### src/shared/lpm_seq_pkg.sv
// package for the low-power mode wake-up sequencer: modes, states, counts
// assumes one clock (system clock rate); input clock cycles counted as system cycles
//
// Overview of operation
// - idle wakes on enabled interrupt, watchdog wake, nonmaskable wake pin or reset pin
// - qualification time is five times sample period times two cycles
// - idle resume no sooner than 8 or 1050 cycles, plus qualification
// - latency counts to next instruction after idle; service routine adds more
// - standby entry keeps system clock about 32 cycles before gating
// - standby resume no sooner than 12 or 1125 cycles, plus pulse width
// - after standby, wake interrupt serviced only if enabled
// - halt entry, last external clock edge at least 32 cycles later
// - halt entry gates system clock after 32 cycles, stops oscillator after external clock stops at 45
// - in halt all clocks off, oscillator and pll shut down
// - in halt, nonmaskable wake pin restarts oscillator, pll stays off
// - wake pin release starts pll lock lasting 131072 input cycles
// - after halt lock, resume no sooner than 1125 or 35 cycles
// - halt exits when core clock re-enabled; then service interrupt if enabled
package lpm_seq_pkg;
  typedef enum logic [1:0] {mode_idle, mode_standby, mode_halt, mode_rsvd} lpm_mode_e;
  typedef enum {st_run, st_flush, st_low, st_osc, st_lock, st_resume} lpm_state_e;
  localparam int flush_cycles = 32;
  localparam int halt_flush_cycles = 45;
  localparam int idle_resume_fast = 8;
  localparam int idle_resume_sleep = 1050;
  localparam int stby_resume_fast = 12;
  localparam int stby_resume_sleep = 1125;
  localparam int halt_resume_fast = 35;
  localparam int halt_resume_sleep = 1125;
  localparam int stby_plain_width = 12;
  localparam int stby_qual_base = 2;
  localparam int pll_lock_cycles = 131072;
  localparam int qual_windows = 5;
  localparam int qual_period_mult = 2;
  localparam int cnt_w = 18;
  localparam logic [7:0] qual_period_reset = 8'h00;
  localparam logic [5:0] stby_qual_reset = 6'h00;
endpackage

### src/logic/wake_qualifier.sv
// input qualifier: a synchronised level must hold stable for a time to count
// assumes input already synchronised to core_clk_i
`timescale 1ns/1ns
module wake_qualifier (
  // clock and reset
  input wire logic core_clk_i,
  input wire logic rst_n_i,
  // control
  input wire logic [17:0] hold_cycles_i,
  input wire logic level_i,
  // result
  output logic qualified_o
);
  import lpm_seq_pkg::*;
  typedef struct packed {
    logic [17:0] cnt;
    logic q;
  } qual_s;
  qual_s r, next_r;
  always_comb begin
    next_r = r;
    if (!level_i) begin
      next_r.cnt = '0;
      next_r.q = 1'b0;
    end else if (r.cnt >= hold_cycles_i) begin
      next_r.q = 1'b1;
    end else begin
      next_r.cnt = r.cnt + 18'h0_0001;
    end
  end
  always_ff @(posedge core_clk_i or negedge rst_n_i) begin
    if (!rst_n_i) begin
      r <= '0;
    end else begin
      r <= next_r;
    end
  end
  assign qualified_o = r.q;
endmodule // wake_qualifier

### src/logic/lpm_wakeup_sequencer.sv
// low-power mode entry/exit sequencer: clock gating, oscillator, pll, resume
// assumes core pulses idle_instr_i for one cycle; pins are asynchronous
`timescale 1ns/1ns
module lpm_wakeup_sequencer #(
  parameter int pll_lock_len = lpm_seq_pkg::pll_lock_cycles
) (
  // clock and reset
  input wire logic core_clk_i,
  input wire logic rst_n_i,
  // core side
  input wire logic idle_instr_i,
  input wire lpm_seq_pkg::lpm_mode_e low_power_mode_i,
  input wire logic flash_sleeping_i,
  input wire logic [7:0] qual_sample_period_i,
  input wire logic [5:0] standby_wake_qual_count_i,
  input wire logic qual_enable_i,
  input wire logic wake_int_enable_i,
  // wake sources
  input wire logic enabled_int_i,
  input wire logic watchdog_wake_interrupt_i,
  input wire logic nonmaskable_wake_pin_n_i,
  input wire logic device_reset_pin_n_i,
  // clock control
  output logic system_clock_en_o,
  output logic external_clock_out_en_o,
  output logic core_clock_input_en_o,
  output logic osc_en_o,
  output logic pll_en_o,
  // status to core
  output logic resume_o,
  output logic wake_int_service_o,
  output lpm_seq_pkg::lpm_mode_e active_mode_o
);
  import lpm_seq_pkg::*;
  typedef struct packed {
    logic [1:0] nmi_sync;
    logic [1:0] rst_sync;
    lpm_state_e st;
    lpm_mode_e mode;
    logic [cnt_w-1:0] cnt;
    logic [cnt_w-1:0] wake_cnt;
    logic sys_en;
    logic xclk_en;
    logic core_en;
    logic osc;
    logic pll;
    logic resume;
    logic service;
  } seq_s;
  seq_s r, next_r;
  logic nmi_act, rst_act, nmi_q, rst_q, wake_any;
  logic [cnt_w-1:0] input_qual_time, qual_hold, resume_len;
  assign nmi_act = !r.nmi_sync[1];
  assign rst_act = !r.rst_sync[1];
  // qualification time = 5 x period x 2
  assign input_qual_time = cnt_w'(qual_windows * qual_period_mult) * cnt_w'(qual_sample_period_i);
  // pin filter length: halt wakes on a bare pulse, standby counts input cycles
  always_comb begin
    qual_hold = cnt_w'(1);
    if (!qual_enable_i) begin
      qual_hold = cnt_w'(1);
    end else if (r.mode == mode_halt) begin
      qual_hold = cnt_w'(1);
    end else if (r.mode == mode_standby) begin
      qual_hold = cnt_w'(stby_qual_base) + cnt_w'(standby_wake_qual_count_i);
    end else begin
      qual_hold = input_qual_time + cnt_w'(1);
    end
  end
  wake_qualifier u_nmi_qual (
    .core_clk_i(core_clk_i),
    .rst_n_i(rst_n_i),
    .hold_cycles_i(qual_hold),
    .level_i(nmi_act),
    .qualified_o(nmi_q)
  );
  wake_qualifier u_rst_qual (
    .core_clk_i(core_clk_i),
    .rst_n_i(rst_n_i),
    .hold_cycles_i(qual_hold),
    .level_i(rst_act),
    .qualified_o(rst_q)
  );
  // any accepted wake source while idle or standby
  assign wake_any = nmi_q | rst_q | watchdog_wake_interrupt_i | enabled_int_i;
  logic [cnt_w-1:0] resume_base, resume_extra;
  always_comb begin
    resume_base = '0;
    resume_extra = '0;
    case (r.mode)
      mode_idle: begin
        resume_base = flash_sleeping_i ? cnt_w'(idle_resume_sleep) :
          cnt_w'(idle_resume_fast);
        resume_extra = qual_enable_i ? input_qual_time : '0;
      end
      mode_standby: begin
        resume_base = flash_sleeping_i ? cnt_w'(stby_resume_sleep) :
          cnt_w'(stby_resume_fast);
        resume_extra = qual_enable_i ? r.wake_cnt : '0;
      end
      default: begin
        resume_base = flash_sleeping_i ? cnt_w'(halt_resume_sleep) :
          cnt_w'(halt_resume_fast);
        resume_extra = '0;
      end
    endcase
  end
  assign resume_len = resume_base + resume_extra;
  always_comb begin
    next_r = r;
    next_r.nmi_sync = {r.nmi_sync[0], nonmaskable_wake_pin_n_i};
    next_r.rst_sync = {r.rst_sync[0], device_reset_pin_n_i};
    next_r.resume = 1'b0;
    next_r.service = 1'b0;
    case (r.st)
      st_run: begin
        if (idle_instr_i) begin
          next_r.mode = (low_power_mode_i == mode_rsvd) ? mode_halt : low_power_mode_i;
          next_r.cnt = '0;
          next_r.wake_cnt = '0;
          next_r.st = (low_power_mode_i == mode_idle) ? st_low : st_flush;
        end
      end
      st_flush: begin
        // clock held while the pipe drains
        next_r.cnt = r.cnt + cnt_w'(1);
        if (r.cnt == cnt_w'(flush_cycles - 1)) begin
          next_r.sys_en = 1'b0;
          next_r.core_en = 1'b0;
        end
        // external clock mirrors the system clock except on halt entry
        if (r.mode != mode_halt && r.cnt == cnt_w'(flush_cycles - 1)) begin
          next_r.xclk_en = 1'b0;
          next_r.cnt = '0;
          next_r.st = st_low;
        end
        if (r.mode == mode_halt && r.cnt == cnt_w'(halt_flush_cycles - 1)) begin
          next_r.xclk_en = 1'b0;
          next_r.cnt = '0;
          next_r.st = st_low;
        end
      end
      st_low: begin
        if (r.mode == mode_halt) begin
          next_r.xclk_en = 1'b0;
          next_r.osc = 1'b0;
          next_r.pll = 1'b0;
          if (nmi_q || rst_q) begin
            next_r.osc = 1'b1;
            next_r.st = st_osc;
          end
        end else begin
          if (nmi_act || rst_act) begin
            next_r.wake_cnt = r.wake_cnt + cnt_w'(1);
          end
          if (wake_any) begin
            next_r.sys_en = 1'b1;
            next_r.core_en = 1'b1;
            next_r.xclk_en = 1'b1;
            next_r.cnt = '0;
            next_r.st = st_resume;
          end
        end
      end
      st_osc: begin
        if (!nmi_act) begin
          next_r.pll = 1'b1;
          next_r.cnt = '0;
          next_r.st = st_lock;
        end
      end
      st_lock: begin
        next_r.cnt = r.cnt + cnt_w'(1);
        if (r.cnt == cnt_w'(pll_lock_len - 1)) begin
          next_r.sys_en = 1'b1;
          next_r.core_en = 1'b1;
          next_r.xclk_en = 1'b1;
          next_r.cnt = '0;
          next_r.st = st_resume;
        end
      end
      default: begin
        // st_resume: latency to the instruction after idle
        next_r.cnt = r.cnt + cnt_w'(1);
        if (r.cnt + cnt_w'(1) >= resume_len) begin
          next_r.resume = 1'b1;
          next_r.service = wake_int_enable_i;
          next_r.st = st_run;
        end
      end
    endcase
  end
  always_ff @(posedge core_clk_i or negedge rst_n_i) begin
    if (!rst_n_i) begin
      r <= '{
        nmi_sync: 2'b11,
        rst_sync: 2'b11,
        st: st_run,
        mode: mode_idle,
        cnt: '0,
        wake_cnt: '0,
        sys_en: 1'b1,
        xclk_en: 1'b1,
        core_en: 1'b1,
        osc: 1'b1,
        pll: 1'b1,
        resume: 1'b0,
        service: 1'b0
      };
    end else begin
      r <= next_r;
    end
  end
  assign system_clock_en_o = r.sys_en;
  assign external_clock_out_en_o = r.xclk_en;
  assign core_clock_input_en_o = r.core_en;
  assign osc_en_o = r.osc;
  assign pll_en_o = r.pll;
  assign resume_o = r.resume;
  assign wake_int_service_o = r.service;
  assign active_mode_o = r.mode;
endmodule // lpm_wakeup_sequencer

### config.mk
export PLATFORM = sky130hd
export DESIGN_NAME = lpm_wakeup_sequencer
export DESIGN_NICKNAME = d
export VERILOG_FILES = /design/src/shared/lpm_seq_pkg.sv /design/src/logic/wake_qualifier.sv /design/src/logic/lpm_wakeup_sequencer.sv
export SDC_FILE = /design/constraint.sdc
export NUM_CORES = 1
export LEC_CHECK = 0
export BUFFER_PORTS_ARGS = -buffer_cell sky130_fd_sc_hd__buf_2
export CAP_MARGIN = 5
export CORE_MARGIN = 1.5
export CORE_UTILIZATION = 25
export DETAILED_ROUTE_END_ITERATION = 8
export HOLD_SLACK_MARGIN = 0.02
export PLACE_DENSITY = 0.46
export REMOVE_ABC_BUFFERS = 1
export SYNTH_ARGS = -nofsm -noshare
export SYNTH_HDL_FRONTEND = slang
export SYNTH_SLANG_ARGS = --single-unit
### constraint.sdc
create_clock -name core_clk_i -period 12.4 [get_ports core_clk_i]
set_input_delay 2.48 -clock core_clk_i [delete_from_list [all_inputs] [get_ports core_clk_i]]
set_output_delay 2.48 -clock core_clk_i [all_outputs]
set_load 0.005 [all_outputs]
==> reports/summary.txt, run 1 <==
Fin nets = 877
GRT Overall Usage = 13.67%
TritonCTS Buffers = 9
DRT Wirelength = 18,360 µm
Setup violations, final = 0
Slew @ Worst Pin = 0.8726 ns
Vias = 5,458
Area Growth Syn to Fin = 11.63%
CP Max Fanout = 5
Die width = 166.9 µm
Worst Path Arrival = 7.37 ns
Skew final = 0.01103 ns
Clock root cell = clkbuf_16
Core ar. = 0.02621 mm²
Unrepaired setup endpoints after global routing = false
Final Hold Fails = 0
CP Launch Point = qual_sample_period_i[1]
CTS clk-pin slew, worst paths = 0.08 ns
Antenna fix cells = 0
Share of cells above drive strength 1 = 10.56%
Maximum clock path buffer count = 2
MaxCap Viol Count = 0
Rows = 59
First drt pass iteration count = 6
Hpwl dp = 13,920 µm
FF-to-FF path depth = 19
Gpl congestion = 0.8037
HP Start = next_r[80]$_DFF_PN1_
Hold WC Path Type = reg -> reg
Syn_area_per_cell = 8.809 µm²
Relative slew slack = 41.82%
Crit. End Element = flip-flop
Finished Layout Cells = 1,121
Ratio of final minimum period to clock period = 57.43%
CTS tree = yes
Number of synthesis warnings = 0
Min Tclk post-route = 7.121 ns
Yosys cell types = 73
Die area = 0.02784 mm²
Detail Route Antenna Nets = 0
WS Path Type = in -> reg
Pwr Density = 156.8 mW/mm²
Vias in the first global route = 5,438
Synth area leaders = dfrtp_1, ha_1, nor2_1
Cts hold-fix bufs = 0
Peak supply drop = 0.00005526 V
Clock sinks = 89
Slew Limit Fails = 0
GRT Residual Overflow = 0
EDFF count, synth = 0
Vias per inst = 4.869
Top cell type's share of synthesized area = 30.20%
Pin count of the biggest net entering global routing = 63
Failing checks = DRC
Outcome = finished with violations
Initial Util = 25.61%
Req. time, crit path = 12.65 ns
WHS = 0.3486 ns
TNS Setup = 0 ns
Setup slack after layout = 5.279 ns
Crit path launch type = input pin
Seq/Total Area, Yosys = 33.33%
Post-synthesis cell area = 0.006713 mm²
Per-cell routed wire length = 16.37 µm
Worst Hold Depth = 0
Async SR Flop Fraction = 100.0%
Initial DRC Count = 380
Fmax = 0.1404 GHz
Buffers on Ports = 34
Post-CTS setup buffer count = 0
Final core occ = 28.59%
DP Worst Slack = 4.857 ns
Yosys top cell by area = dfrtp_1
Yosys reg bits = 89
Antenna violations before repair = 1
Leakage = 3.259 nW
Num ports = 35
Top_reg_cell synth = dfrtp_1
Post-Syn Instances = 762
R2R Path Start = active_mode_o[1]$_DFFE_PN0P_
H-Tree Depth = 3
Die height = 166.9 µm
# DRC = 6
Clk_lat worst skew = 0.36 ns
Cts repair resizes = 0
Post-Place Cells = 1,105
First-pass GRT wire length = 30,080 µm
[worst max-delay path: stages]
cell and delay [ns]:
buf_2 0.13, ha_1 0.29, ha_1 0.23, fa_1 0.40, a21o_1 0.20, a21oi_1 0.21
o21bai_1 0.08, a21oi_1 0.17, xnor2_1 0.18, nand2_1 0.09, a21oi_1 0.23, ha_1 0.34
a41oi_1 0.41, o21a_1 0.19, o21ai_0 0.09, ha_1 0.31, nand4_1 0.09, nor2_1 0.07
a2111oi_0 0.36, o21ai_0 0.14, o32a_1 0.33, and3b_1 0.20, and2_1 0.16
[per-stage QoR]
stage | total power [mW] | instance area, µm²
4_1_cts | 1.193 | 7493
2_1_floorplan | 0.7355 | 6570
5_1_grt | 1.275 | 7493
6_report | 1.175 | 7493
3_3_place_gp | 0.9070 | 7202
3_5_place_dp | 0.9079 | 7202
[sequential cells by signal (all words and copies together) (netlist names), 2 cells and up]
register	flops
r	41
u_nmi_qual.r	18
u_rst_qual.r	18
active_mode_o	2
next_r	2
[cell families (layout without fill, tap and decap cells)]
| group | count (synthesis) | after routing | share of synthesized area [%] |
|---|---|---|---|
| buffers and inverters | 47 | 71 | 3.075 |
| muxes | 14 | 14 | 2.144 |
| xor gates and xnor gates | 68 | 68 | 8.872 |
| and+or+nand+nor | 318 | 318 | 23.75 |
| DFF | 89 | 89 | 33.33 |
| adders and majority gates | 70 | 70 | 13.27 |
| AOI/OAI and AO/OA | 156 | 156 | 15.56 |
[path summary, 6_finish.rpt]
path | end | slack [ns]
hold reg to reg | r[80]$_DFF_PN1_ | 0.35
min in group asynchronous | u_rst_qual.r[4]$_DFFE_PN0P_ | 2.03
max in group asynchronous | r[21]$_DFFE_PN0P_ | 9.20
hold / removal | r[80]$_DFF_PN1_ | 0.35
setup reg to reg | wake_int_service_o$_DFF_PN0_ | 7.24
setup / recovery | wake_int_service_o$_DFF_PN0_ | 5.28
[report_power, final]
group	internal (mW)	switching [mW]	total [mW]
Combinational	0.201	0.288	0.490
Clock	0.142	0.135	0.277
Sequential	0.330	0.0791	0.409
Total	0.673	0.502	1.18
[layer usage]
metal / vias to the layer above / share of wire [%] / track usage (%)
li1: 2779 / - / -
met5: - / 0.071 / 0
met4: 2 / 1.2 / 3.636
met3: 13 / 3.3 / 2.400
met2: 58 / 44 / 20.67
met1: 2606 / 52 / 19.91
[Yosys cell counts (11+ instances only)]
cell type and number:
nand2_1 67, nor2b_1 23, nand4_1 20, nor3_1 12, o21ai_0 48, a21oi_1 36
ha_1 68, and3_1 11, nand3_1 37, mux2i_1 11, dfrtp_1 81, xnor2_1 31
clkbuf_1 18, nor2_1 87, inv_1 17, xor2_1 37
[layout make-up]
type	instances	area [µm²]
Fill cell	2790	18710
Sequential cell	89	2237
Clock inverter	7	66.31
Multi-Input combinational cell	626	4279
Inverter	17	63.81
Clock buffer	9	225.2
Tap cell	335	419.2
Timing Repair Buffer	38	202.7
[cells in the final DEF (no fill, tap or decap), types with 7 or more instances in the layout]
cell and instances:
nor2_1 87, dfrtp_1 81, ha_1 68, nand2_1 67
o21ai_0 48, nand3_1 37, xor2_1 37, a21oi_1 35
buf_2 33, xnor2_1 31, nor2b_1 23, nand4_1 20
inv_1 17, nor3_1 12, and3_1 11, mux2i_1 11
nand2b_1 10, nor4_1 10, or3_1 9, clkbuf_16 9
a21o_1 8, o31ai_1 8, dfstp_2 8, and2_1 7
nand3b_1 7
No activity file was read; power rests on OpenSTA's default activity.
==> run 2, diff against run 1 <==
--- a/config.mk
+++ b/config.mk
@@ -11,7 +11,7 @@
 export CORE_UTILIZATION = 25
 export DETAILED_ROUTE_END_ITERATION = 8
 export HOLD_SLACK_MARGIN = 0.02
-export PLACE_DENSITY = 0.46
+export PLACE_DENSITY = 0.48
 export REMOVE_ABC_BUFFERS = 1
 export SYNTH_ARGS = -nofsm -noshare
 export SYNTH_HDL_FRONTEND = slang
==> constraint.sdc (replaced) <==
create_clock -name core_clk_i -period 6.4 [get_ports core_clk_i]
set_input_delay 1.28 -clock core_clk_i [delete_from_list [all_inputs] [get_ports core_clk_i]]
set_output_delay 1.28 -clock core_clk_i [all_outputs]
set_load 0.005 [all_outputs]
==> reports/summary.txt, run 2 (same netlist as run 1, synthesis figures left out) <==
Vias = 5,472 (+0.26%)
Vias in the first global route = 5,376 (-1.1%)
Core ar. = 0.02621 mm² (unchanged)
Fmax = 0.1727 GHz
HP Start = next_r[80]$_DFF_PN1_
Hold WC Path Type = reg -> reg
Slew @ Worst Pin = 0.7832 ns (-0.08943 ns)
Antenna violations before repair = 1 (unchanged)
Gpl congestion = 0.8013 (-0.30%)
Relative slew slack = 47.79% (+6.0 points)
Peak supply drop = 0.0001122 V (+100%)
CTS tree = yes
FF-to-FF path depth = 19 (unchanged)
Rows = 59 (unchanged)
Post-CTS setup buffer count = 0 (unchanged)
Ratio of final minimum period to clock period = 90.46%
Most frequent cells in the layout = nor2_1, dfrtp_1, ha_1
Largest regs = r (41), u_nmi_qual.r (18), u_rst_qual.r (18)
Outcome = finished with violations
Cts hold-fix bufs = 0 (unchanged)
Final Hold Fails = 0 (unchanged)
First drt pass iteration count = 9 (+3)
CTS clk-pin slew, worst paths = 0.07 ns (about the same)
H-Tree Depth = 3 (unchanged)
Num ports = 35 (unchanged)
Die width = 166.9 µm (unchanged)
CP Max Fanout = 4 (-1)
CP Launch Point = qual_sample_period_i[1]
Fin nets = 880 (+0.34%)
Largest register FFs = 41 (unchanged)
Crit path launch type = input pin
Unrepaired setup endpoints after global routing = false
Die area = 0.02784 mm² (unchanged)
R2R Path Start = active_mode_o[1]$_DFFE_PN0P_
TNS Setup = 0 ns (unchanged)
Initial DRC Count = 346 (-8.9%)
GRT Residual Overflow = 0 (unchanged)
Maximum clock path buffer count = 2 (unchanged)
Skew final = 0.008273 ns (-0.002756 ns)
Req. time, crit path = 6.64 ns (-6.01 ns)
# DRC = 4 (-2)
Hpwl dp = 13,100 µm (-5.9%)
Vias per inst = 4.868 (about the same)
MaxCap Viol Count = 0 (unchanged)
Per-cell routed wire length = 15.55 µm (-5.0%)
Most common cell after layout, fill and taps aside = nor2_1
Clk_lat worst skew = 0.35 ns (about the same)
Worst Path Arrival = 6.03 ns (-1.34 ns)
Share of cells above drive strength 1 = 10.90% (+0.34 points)
Failing checks = DRC
Clock root cell = clkbuf_16
Pwr Density = 306.5 mW/mm² (+95%)
Crit. End Element = flip-flop
GRT Overall Usage = 13.20% (-0.48 points)
Setup violations, final = 0 (unchanged)
Slew Limit Fails = 0 (unchanged)
Power Total = 2.315 mW (+97%)
Antenna fix cells = 0 (unchanged)
WS Path Type = in -> reg
DRT Wirelength = 17,480 µm (-4.8%)
First-pass GRT wire length = 29,530 µm (-1.8%)
Clock sinks = 89 (unchanged)
Area Growth Syn to Fin = 12.53%
Die height = 166.9 µm (unchanged)
TritonCTS Buffers = 9 (unchanged)
Pin count of the biggest net entering global routing = 53 (-16%)
Min Tclk post-route = 5.789 ns
Detail Route Antenna Nets = 0 (unchanged)
Leakage = 3.291 nW (+0.97%)
R2r setup slk = 1.43 ns (-5.81 ns)
Buffers on Ports = 34 (unchanged)
Worst Hold Depth = 0 (unchanged)
Initial Util = 25.61% (unchanged)
Biggest register = r
run 2: what timing repair did:
| action | 4_1_cts | 5_1_grt |
|---|---|---|
| hold endpoints to repair | 0 | 0 |
| gates resized for setup | 0 | 1 |
| endpoints found under the setup margin | 0 | 2 |
run 2: report_power, final:
group | internal [mW] | switching [mW]
Sequential | 0.639 | 0.141
Combinational | 0.393 | 0.539
Clock | 0.347 | 0.256
run 2: layout make-up:
cell class	instances	area, µm²
fillers	2795	18650
multi-input cells	626	4283
flip-flops and latches	89	2237
well taps	335	419.2
clock buffers	9	225.2
repair buffers	41	225.2
clock inverters	7	100.1
inverters	17	63.81
run 2: routing by layer:
metal	share of wire, %	wire, µm	global-route usage [%]	vias to the layer above
met5	0.074	13	0	-
met4	1.3	232	3.518	2
met3	3.4	600	2.685	20
met2	43	7450	19.83	71
met1	53	9184	19.07	2607
li1	-	-	-	2772
run 2: per-stage QoR:
step	instances	setup slack (ns)	hold WS (ns)	utilization, %	instance area (µm²)
3_5_place_dp	1108	0.2073	0.3497	27.55	7221
4_1_cts	1124	0.5739	0.3644	28.79	7546
3_3_place_gp	1108	0.2526	0.3456	27.55	7221
6_report	1124	0.6108	0.3620	28.82	7553
5_1_grt	1124	0.1385	0.3684	28.82	7553
2_1_floorplan	732	0.7854	0.3452	-	6570
run 2: critical path, cell delays in order:
cell and delay, ns:
buf_2 0.13, ha_1 0.29, ha_1 0.23, fa_1 0.40, a21o_1 0.19, a21oi_1 0.21
o21bai_1 0.09, a21oi_1 0.17, xnor2_1 0.17, nand2_1 0.08, a21oi_1 0.18, ha_1 0.26
a41oi_4 0.15, or3_1 0.33, a21o_1 0.19, ha_1 0.28, nand4_1 0.07, nor2_1 0.07
a2111oi_0 0.41, o21ai_0 0.15, o32a_1 0.35, and3b_1 0.19, and2_1 0.15
run 2: worst paths after layout:
kind | to
max | wake_int_service_o$_DFF_PN0_
min | r[80]$_DFF_PN1_
min in group asynchronous | u_rst_qual.r[6]$_DFFE_PN0P_
max reg2reg | wake_int_service_o$_DFF_PN0_
min reg2reg | r[80]$_DFF_PN1_
max in group asynchronous | external_clock_out_en_o$_DFFE_PN1P_
